### config.mk
export PLATFORM = sky130hd
export DESIGN_NAME = ddr_command_port
export DESIGN_NICKNAME = d
export VERILOG_FILES = /design/src/hw/ddr_port_pkg.sv /design/src/hw/ddr_command_port.sv
export SDC_FILE = /design/constraint.sdc
export NUM_CORES = 2
export LEC_CHECK = 0
export BUFFER_PORTS_ARGS = -buffer_cell sky130_fd_sc_hd__buf_2
export CAP_MARGIN = 30
export CELL_PAD_IN_SITES_DETAIL_PLACEMENT = 1
export CELL_PAD_IN_SITES_GLOBAL_PLACEMENT = 1
export CORE_MARGIN = 2
export CORE_UTILIZATION = 43
export CTS_BUF_LIST = sky130_fd_sc_hd__clkbuf_4
export CTS_CLUSTER_DIAMETER = 60
export CTS_CLUSTER_SIZE = 40
export DETAILED_ROUTE_END_ITERATION = 12
export GPL_TIMING_DRIVEN = 0
export PLACE_DENSITY = 0.75
export SLEW_MARGIN = 40
export SYNTH_ARGS = -nofsm -noshare
export SYNTH_HDL_FRONTEND = slang
export SYNTH_SLANG_ARGS = --single-unit
### constraint.sdc
create_clock -name i_ref_clk -period 3.5 [get_ports i_ref_clk]
set_input_delay 0.175 -clock i_ref_clk [delete_from_list [all_inputs] [get_ports i_ref_clk]]
set_output_delay 0.175 -clock i_ref_clk [all_outputs]
set_load 0.05 [all_outputs]
### src/hw/ddr_port_pkg.sv
// Shared constants and types for the registered command port.
// Assumes a single 20 MHz clock domain and an active-low asynchronous reset.
package ddr_port_pkg;

  localparam int ADDR_W     = 13;
  localparam int DATA_W     = 72;
  localparam int MASK_W     = 9;
  localparam int BANKS      = 4;
  localparam int WORD_W     = DATA_W + MASK_W;
  localparam int SYNC_N     = 3;
  localparam int FIFO_DEPTH = 16;
  localparam int BURST_WORDS = 4;

  localparam int AUTO_PRE_BIT = 10;

  localparam logic [1:0] MODE_SEL_BASE = 2'h0;
  localparam logic [1:0] MODE_SEL_EXT  = 2'h1;

  localparam logic [ADDR_W-1:0] MODE_RST  = 13'h0000;
  localparam logic [BANKS-1:0]  OPEN_RST  = 4'h0;
  localparam logic [3:0]        LEFT_RST  = 4'h0;
  localparam logic [DATA_W-1:0] DOUT_RST  = 72'h0;

  localparam real CLK_PERIOD_NS = 50.0;

  // Command code is the row, column and write strobes in that order.
  typedef enum logic [2:0] {
    CMD_LOAD_MODE  = 3'h0,
    CMD_REFRESH    = 3'h1,
    CMD_PRECHARGE  = 3'h2,
    CMD_ACTIVATE   = 3'h3,
    CMD_WRITE      = 3'h4,
    CMD_READ       = 3'h5,
    CMD_BURST_STOP = 3'h6,
    CMD_NOP        = 3'h7
  } cmd_type;

  typedef enum logic [1:0] {
    PWR_ACTIVE         = 2'h0,
    PWR_PRECHARGE_DOWN = 2'h1,
    PWR_ACTIVE_DOWN    = 2'h2,
    PWR_SELF_REFRESH   = 2'h3
  } pwr_type;

endpackage

### src/hw/ddr_command_port.sv
// Registered command port of a double-data-rate module with its write FIFO.
// Assumes the host drives command pins on i_ref_clk and never lets it stop.

module data_fifo #(
  parameter int WIDTH = 81,
  parameter int DEPTH = 16
) (
  input  wire logic             i_ref_clk,
  input  wire logic             i_rst_n,
  input  wire logic             i_in_valid,
  input  wire logic [WIDTH-1:0] i_in_data,
  output logic                  o_in_ready,
  output logic                  o_out_valid,
  output logic      [WIDTH-1:0] o_out_data,
  input  wire logic             i_out_ready
);
  localparam int PW = $clog2(DEPTH);

  typedef struct packed {
    logic [DEPTH-1:0][WIDTH-1:0] mem;
    logic [PW-1:0]               wr_ptr;
    logic [PW-1:0]               rd_ptr;
    logic [PW:0]                 count;
    logic                        out_valid;
    logic [WIDTH-1:0]            out_data;
  } fifo_type;

  fifo_type st_r;
  fifo_type st_nxt;
  logic     do_push;
  logic     do_pop;

  // The output stage is a register so the drain side sees no mux path.
  always_comb begin
    st_nxt     = st_r;
    // The output register holds a word too, so it counts toward the depth.
    o_in_ready = ((st_r.count + (PW+1)'(st_r.out_valid))
                  != (PW+1)'(DEPTH));
    do_push    = i_in_valid && o_in_ready;
    do_pop     = (st_r.count != '0) && (!st_r.out_valid || i_out_ready);
    if (i_out_ready && st_r.out_valid) begin
      st_nxt.out_valid = 1'b0;
    end
    if (do_pop) begin
      st_nxt.out_valid = 1'b1;
      st_nxt.out_data  = st_r.mem[st_r.rd_ptr];
      st_nxt.rd_ptr    = st_r.rd_ptr + 1'b1;
    end
    if (do_push) begin
      st_nxt.mem[st_r.wr_ptr] = i_in_data;
      st_nxt.wr_ptr           = st_r.wr_ptr + 1'b1;
    end
    st_nxt.count = st_r.count + (PW+1)'(do_push) - (PW+1)'(do_pop);
  end

  always_ff @(posedge i_ref_clk or negedge i_rst_n) begin
    if (!i_rst_n) begin
      st_r <= '0;
    end else begin
      st_r <= st_nxt;
    end
  end

  assign o_out_valid = st_r.out_valid;
  assign o_out_data  = st_r.out_data;
endmodule

module ddr_command_port
  import ddr_port_pkg::*;
#(
  parameter int BURST = BURST_WORDS
) (
  input  wire logic              i_ref_clk,
  input  wire logic              i_rst_n,
  input  wire logic              i_chip_select_n,
  input  wire logic              i_row_strobe_n,
  input  wire logic              i_col_strobe_n,
  input  wire logic              i_write_enable_n,
  input  wire logic              i_bank_select_lo,
  input  wire logic              i_bank_select_hi,
  input  wire logic [ADDR_W-1:0] i_addr,
  input  wire logic              i_clock_gate_in,
  input  wire logic [MASK_W-1:0] i_write_mask,
  input  wire logic [63:0]       i_data_lines,
  input  wire logic [7:0]        i_check_bits,
  input  wire logic              i_data_strobe,
  input  wire logic              i_rd_valid,
  input  wire logic [DATA_W-1:0] i_rd_data,
  input  wire logic              i_mem_wr_ready,
  output logic                   o_cmd_chip_select_n,
  output logic                   o_cmd_row_strobe_n,
  output logic                   o_cmd_col_strobe_n,
  output logic                   o_cmd_write_enable_n,
  output logic      [1:0]        o_cmd_bank,
  output logic      [ADDR_W-1:0] o_cmd_addr,
  output logic                   o_clock_gate_out,
  output logic                   o_cmd_valid,
  output logic      [2:0]        o_cmd_code,
  output logic                   o_auto_precharge,
  output logic      [BANKS-1:0]  o_bank_open,
  output logic      [ADDR_W-1:0] o_mode_reg,
  output logic      [ADDR_W-1:0] o_ext_mode_reg,
  output logic      [1:0]        o_power_state,
  output logic                   o_internal_clk_en,
  output logic                   o_inbuf_en,
  output logic                   o_clk_inbuf_en,
  output logic                   o_out_drive_en,
  output logic      [63:0]       o_data_lines,
  output logic      [7:0]        o_check_bits,
  output logic                   o_data_oe_n,
  output logic                   o_data_strobe,
  output logic                   o_strobe_oe_n,
  output logic                   o_mem_wr_valid,
  output logic      [DATA_W-1:0] o_mem_wr_data,
  output logic      [MASK_W-1:0] o_mem_wr_mask,
  output logic                   o_write_ready
);
  typedef struct packed {
    logic                           cs_n;
    logic                           ras_n;
    logic                           cas_n;
    logic                           we_n;
    logic [1:0]                     bank;
    logic [ADDR_W-1:0]              addr;
    logic                           cke;
    logic                           cmd_valid;
    cmd_type                        cmd;
    logic                           auto_pre;
    logic [BANKS-1:0]               open;
    logic [ADDR_W-1:0]              mode;
    logic [ADDR_W-1:0]              ext_mode;
    pwr_type                        pwr;
    logic                           clk_en;
    logic                           inbuf_en;
    logic                           clk_inbuf_en;
    logic                           drive_en;
    logic [SYNC_N-1:0]              cke_sync;
    logic                           cke_stable;
    logic [SYNC_N-1:0]              stb_sync;
    logic                           stb_stable;
    logic [SYNC_N-1:0][WORD_W-1:0]  wr_pipe;
    logic [3:0]                     wr_left;
    logic [DATA_W-1:0]              dout;
    logic                           dout_oe_n;
    logic                           stb;
    logic                           stb_oe_n;
    logic                           push;
    logic [WORD_W-1:0]              push_word;
    logic                           wr_ready;
    logic                           seen;
  } state_type;

  state_type             st_r;
  state_type             st_nxt;
  logic                  fifo_in_ready;
  logic [WORD_W-1:0]     fifo_out;
  logic                  bank_used;
  logic                  stb_edge;

  function automatic logic [BANKS-1:0] bank_bit(input logic [1:0] b);
    bank_bit = BANKS'(1) << b;
  endfunction

  always_comb begin
    st_nxt = st_r;
    // One register stage between the pins and the memory devices.
    st_nxt.cs_n  = i_chip_select_n;
    st_nxt.ras_n = i_row_strobe_n;
    st_nxt.cas_n = i_col_strobe_n;
    st_nxt.we_n  = i_write_enable_n;
    st_nxt.bank  = {i_bank_select_hi, i_bank_select_lo};
    st_nxt.addr  = i_addr;
    st_nxt.cke   = i_clock_gate_in;
    // Masked by chip select and by disabled input buffers.
    st_nxt.cmd_valid = !i_chip_select_n && st_r.inbuf_en;
    st_nxt.cmd = cmd_type'({i_row_strobe_n, i_col_strobe_n,
                            i_write_enable_n});
    st_nxt.auto_pre = i_addr[AUTO_PRE_BIT];

    // The raw gate takes the refresh exit path, so it is resynchronised.
    st_nxt.cke_sync = {st_r.cke_sync[SYNC_N-2:0], i_clock_gate_in};
    if (st_r.cke_sync[2] == st_r.cke_sync[1]) begin
      st_nxt.cke_stable = st_r.cke_sync[2];
    end
    st_nxt.stb_sync = {st_r.stb_sync[SYNC_N-2:0], i_data_strobe};
    if (st_r.stb_sync[2] == st_r.stb_sync[1]) begin
      st_nxt.stb_stable = st_r.stb_sync[2];
    end
    stb_edge = (st_nxt.stb_stable != st_r.stb_stable);
    st_nxt.wr_pipe = {st_r.wr_pipe[SYNC_N-2:0],
                      {i_check_bits, i_data_lines, i_write_mask}};

    // Each settled strobe transition while wr_left is nonzero captures the delayed word.
    // A write command in the same cycle reloads the count below and wins.
    st_nxt.push = 1'b0;
    if (stb_edge && st_r.wr_left != LEFT_RST) begin
      st_nxt.push      = 1'b1;
      st_nxt.push_word = st_r.wr_pipe[SYNC_N-1];
      st_nxt.wr_left   = st_r.wr_left - 4'h1;
    end

    if (st_r.cmd_valid) begin
      unique case (st_r.cmd)
        CMD_ACTIVATE: begin
          st_nxt.open = st_r.open | bank_bit(st_r.bank);
        end
        CMD_PRECHARGE: begin
          if (st_r.addr[AUTO_PRE_BIT]) begin
            st_nxt.open = OPEN_RST;
          end else begin
            st_nxt.open = st_r.open & ~bank_bit(st_r.bank);
          end
        end
        CMD_READ, CMD_WRITE: begin
          if (st_r.auto_pre) begin
            st_nxt.open = st_r.open & ~bank_bit(st_r.bank);
          end
          if (st_r.cmd == CMD_WRITE) begin
            st_nxt.wr_left = 4'(BURST);
          end
        end
        CMD_LOAD_MODE: begin
          if (st_r.bank == MODE_SEL_BASE) begin
            st_nxt.mode = st_r.addr;
          end else if (st_r.bank == MODE_SEL_EXT) begin
            st_nxt.ext_mode = st_r.addr;
          end
        end
        CMD_REFRESH, CMD_BURST_STOP, CMD_NOP: begin
        end
      endcase
    end

    st_nxt.wr_ready = fifo_in_ready;

    bank_used = (st_r.open != OPEN_RST);
    unique case (st_r.pwr)
      PWR_ACTIVE: begin
        if (!st_r.cke) begin
          if (st_r.cmd_valid && st_r.cmd == CMD_REFRESH) begin
            st_nxt.pwr = PWR_SELF_REFRESH;
          end else if (bank_used) begin
            st_nxt.pwr = PWR_ACTIVE_DOWN;
          end else begin
            st_nxt.pwr = PWR_PRECHARGE_DOWN;
          end
        end
      end
      PWR_PRECHARGE_DOWN, PWR_ACTIVE_DOWN: begin
        if (st_r.cke) begin
          st_nxt.pwr = PWR_ACTIVE;
        end
      end
      PWR_SELF_REFRESH: begin
        // The settled copy lags the pin, so the registered gate must agree.
        if (st_r.cke_stable && st_r.cke) begin
          st_nxt.pwr = PWR_ACTIVE;
        end
      end
    endcase
    st_nxt.clk_en       = (st_nxt.pwr == PWR_ACTIVE);
    st_nxt.inbuf_en     = (st_nxt.pwr == PWR_ACTIVE);
    st_nxt.clk_inbuf_en = (st_nxt.pwr != PWR_SELF_REFRESH);
    st_nxt.drive_en = (st_nxt.pwr == PWR_ACTIVE) && st_nxt.cke_stable;

    // Strobe toggles with each read word taken while drive_en is set, so it is edge aligned.
    st_nxt.dout_oe_n = 1'b1;
    st_nxt.stb_oe_n  = 1'b1;
    if (i_rd_valid && st_r.drive_en) begin
      st_nxt.dout      = i_rd_data;
      st_nxt.dout_oe_n = 1'b0;
      st_nxt.stb_oe_n  = 1'b0;
      st_nxt.stb       = !st_r.stb;
    end
    st_nxt.seen = 1'b1;
  end

  // Every register resets low except the two enables, which keep pins off.
  always_ff @(posedge i_ref_clk or negedge i_rst_n) begin
    if (!i_rst_n) begin
      st_r           <= '0;
      st_r.dout_oe_n <= 1'b1;
      st_r.stb_oe_n  <= 1'b1;
    end else begin
      st_r <= st_nxt;
    end
  end

  // A full FIFO drops a strobed word; o_write_ready warns the host first.
  data_fifo #(
    .WIDTH (WORD_W),
    .DEPTH (FIFO_DEPTH)
  ) u_fifo (
    .i_ref_clk   (i_ref_clk),
    .i_rst_n     (i_rst_n),
    .i_in_valid  (st_r.push),
    .i_in_data   (st_r.push_word),
    .o_in_ready  (fifo_in_ready),
    .o_out_valid (o_mem_wr_valid),
    .o_out_data  (fifo_out),
    .i_out_ready (i_mem_wr_ready)
  );

  assign o_mem_wr_data        = fifo_out[WORD_W-1:MASK_W];
  assign o_mem_wr_mask        = fifo_out[MASK_W-1:0];
  assign o_cmd_chip_select_n  = st_r.cs_n;
  assign o_cmd_row_strobe_n   = st_r.ras_n;
  assign o_cmd_col_strobe_n   = st_r.cas_n;
  assign o_cmd_write_enable_n = st_r.we_n;
  assign o_cmd_bank           = st_r.bank;
  assign o_cmd_addr           = st_r.addr;
  assign o_clock_gate_out     = st_r.cke;
  assign o_cmd_valid          = st_r.cmd_valid;
  assign o_cmd_code           = st_r.cmd;
  assign o_auto_precharge     = st_r.auto_pre;
  assign o_bank_open          = st_r.open;
  assign o_mode_reg           = st_r.mode;
  assign o_ext_mode_reg       = st_r.ext_mode;
  assign o_power_state        = st_r.pwr;
  assign o_internal_clk_en    = st_r.clk_en;
  assign o_inbuf_en           = st_r.inbuf_en;
  assign o_clk_inbuf_en       = st_r.clk_inbuf_en;
  assign o_out_drive_en       = st_r.drive_en;
  assign o_data_lines         = st_r.dout[63:0];
  assign o_check_bits         = st_r.dout[DATA_W-1:64];
  assign o_data_oe_n          = st_r.dout_oe_n;
  assign o_data_strobe        = st_r.stb;
  assign o_strobe_oe_n        = st_r.stb_oe_n;
  assign o_write_ready        = st_r.wr_ready;
endmodule

==> impl_metrics.ini <==
[setup_path]
start_kind = register
crit_required_ps = 4700
path_class = reg2reg
end_kind = register
worstSetupStartpoint = u_fifo.st_r[90]
cp.arrival_ps = 4580
critical_path.max_fanout = 10
r2r_start = u_fifo.st_r[90]

[routing]
drc = 0
wire_per_inst_um = 26.8
via_per_inst = 5.52
vias = 45700
ant_nets = 0
wirelength_um = 222000
drt_pass1_iterations = 5
drtIter0Drc = 2945

[power_and_ir_drop]
total_leakage_power_nw = 41.2
p_per_area_nw_per_um2 = 890
ir_worst_vdd_v = 0.000659
power_mw = 81.1

[clocking]
cts_tree = built
cts_setup_buffers = 0
cts_buffer_depth = 3
numCtsBuffers = 143
clk_pin_slew_ps = 220
cts-htree-levels = 4
cts_root_buf = clkbuf_4
clock_sinks = 1858
clk-insertion-delay-late_ps = 1380

[synth]
syn-num-nets = 4926
synthArstFlopShare_pct = 100
avgSynthCellArea_um2 = 16.5
synthDominantCellAreaShare_pct = 59.6
ys_seq_area_share_pct = 59.6
synth_area_leaders = dfrtp_1, mux2_2, mux4_2
syn-instance-count = 4729
syn_area_um2 = 78000
post-synth-top-area-cell = dfrtp_1
synth-edff-count = 0
ys_seq_elements = 1858
ys.warnings.count = 0
synth_ff_type = dfrtp_1
synth_cell_types = 53

[job]
drv_cap = 0

[cells_and_area]
area_delta_synth_final_pct = 16.9
fin_nets = 5969
mostFrequentLayoutCells = dfrtp_1, mux2_2, buf_2
n_fill_cell = 17100
layout_commonest_cell = dfrtp_1
max_flop_register = u_fifo.st_r
largest_reg_flops = 1309
drive_above_1_share_pct = 51.1

[sta]
hold_viol_final = 0
setup_viol = 0
skew_ps = 151
slew_violations = 0
rsz0062_at_grt = false
period_share_pct = 96.3
period_needed_ps = 3370
fin_tns_setup_ps = 0
worst_pin_slew_ps = 934
max_freq_mhz = 297
slew_headroom_pct = 37.7

[hold_path]
min_from = i_mem_wr_ready
hold_class = in2reg

[placed_design]
post-dp-hpwl_um = 139000
io_buffers = 396
gp_congestion = 0.788

[grt]
antenna_found_initial = 12
grt_pass1_vias = 51100
grt_max_degree = 106
grt_overflow = 0
grt.total_usage_pct = 24.2
grt_pass1_wl_um = 337000

[floorplanning]
die_w_um = 430
rows = 156
floorplan.die_area_um2 = 185000
ios = 397
fp.coreArea_um2 = 181000
start_util_pct = 43.2
fp.dieH_um = 430

[outcome]
status = completed
==> kinds of logic (layout without fill, tap and decap cells) <==
group | Yosys count | in the layout | synth area share [%]
AND/OR/NAND/NOR | 73 | 73 | 0.517
other | 0 | 17 | 0
flip-flops | 1858 | 1858 | 59.6
XOR/XNOR | 13 | 13 | 0.146
adder cells (fa/ha/maj) | 21 | 21 | 0.340
buffers and inverters | 586 | 1749 | 4.92
multiplexers | 1882 | 1882 | 32.1
AO/OA/AOI/OAI | 296 | 296 | 2.36
==> stage by stage <==
stage	util (%)	instances	setup WS (ps)	hold slack (ps)	area, µm²
after floorplan	-	4729	448	-121	78000
after global placement	45.9	7495	-38630	283	82900
after detailed placement	46.4	7520	-620	29.5	83700
after CTS	50.4	8260	49.6	1.13	91000
after global routing	50.5	8275	3.03	52.5	91100
final	50.5	8279	128	98.6	91200
==> metal layers <==
layer | GRT usage (%) | part of all wire, % | up-vias
li1 | - | - | 19200
met1 | 32.0 | 42 | 25100
met2 | 41.0 | 50 | 1082
met3 | 3.74 | 4.4 | 321
met4 | 7.82 | 3.2 | 2
met5 | 0 | 0.0059 | -
==> final cells by class <==
cell class | instances | area, µm² | share of cell area (%)
Tap cell | 2370 | 2970 | 3.25
Multi-Input combinational cell | 2285 | 27700 | 30.4
Antenna cell | 17 | 42.5 | 0.0467
Buffer | 565 | 3810 | 4.18
Sequential cell | 1858 | 46500 | 51.0
Clock buffer | 159 | 1190 | 1.31
Clock inverter | 106 | 1330 | 1.46
Inverter | 20 | 75.1 | 0.0824
Timing Repair Buffer | 899 | 7510 | 8.24
==> critical path: stages, from the launching register on <==
cell	delay (ps)
dfrtp_1	370
buf_2	520
clkbuf_4	520
buf_2	460
buf_2	430
mux4_2	370
o22ai_1	350
a21oi_1	130
==> what timing repair did <==
item                                    4_1_cts  5_1_grt
endpoints found under the setup margin       43       64
gates cloned                                  0        2
gates resized for setup                       8        4
hold endpoints to repair                   1176        0
hold buffers                                476        0
==> final timing paths <==
kind                       slack, ps  cells past startpoint                    end
max in group asynchronous        520                     11            o_data_oe_n
min reg2reg                      350                      0              st_r[377]
min in group asynchronous        570                      6  u_fifo.o_out_data[55]
max                              130                      7  u_fifo.o_out_data[61]
min                              100                      6  u_fifo.o_out_data[71]
max reg2reg                      130                      7  u_fifo.o_out_data[61]
==> cell usage after synthesis (2+ instances only) <==
| cell | n |
|---|---|
| a22oi_1 | 2 |
| xnor2_1 | 8 |
| nor2b_1 | 5 |
| a21oi_4 | 6 |
| nand2_1 | 15 |
| or2_2 | 3 |
| ha_1 | 18 |
| o22ai_1 | 163 |
| nor4b_1 | 2 |
| buf_6 | 43 |
| clkbuf_8 | 41 |
| mux2_4 | 46 |
| a21oi_2 | 6 |
| xor2_1 | 5 |
| mux2_2 | 1512 |
| nor3b_1 | 6 |
| o21ai_0 | 8 |
| nand3b_1 | 6 |
| inv_1 | 20 |
| nor3_1 | 3 |
| nor2_1 | 9 |
| buf_1 | 19 |
| a21oi_1 | 94 |
| clkbuf_1 | 157 |
| nand2b_1 | 6 |
| a211oi_1 | 2 |
| o21ai_2 | 4 |
| a21o_1 | 2 |
| maj3_1 | 2 |
| dfrtp_1 | 1857 |
| mux4_2 | 324 |
| nand3_1 | 11 |
| buf_2 | 99 |
| buf_4 | 206 |
==> report_power, final <==
group          switching, mW  internal, mW
logic                   17.6          16.8
clock network           8.06          3.63
registers               5.62          29.4
total                   31.3          49.9
No activity file was read; power rests on OpenSTA's default activity.
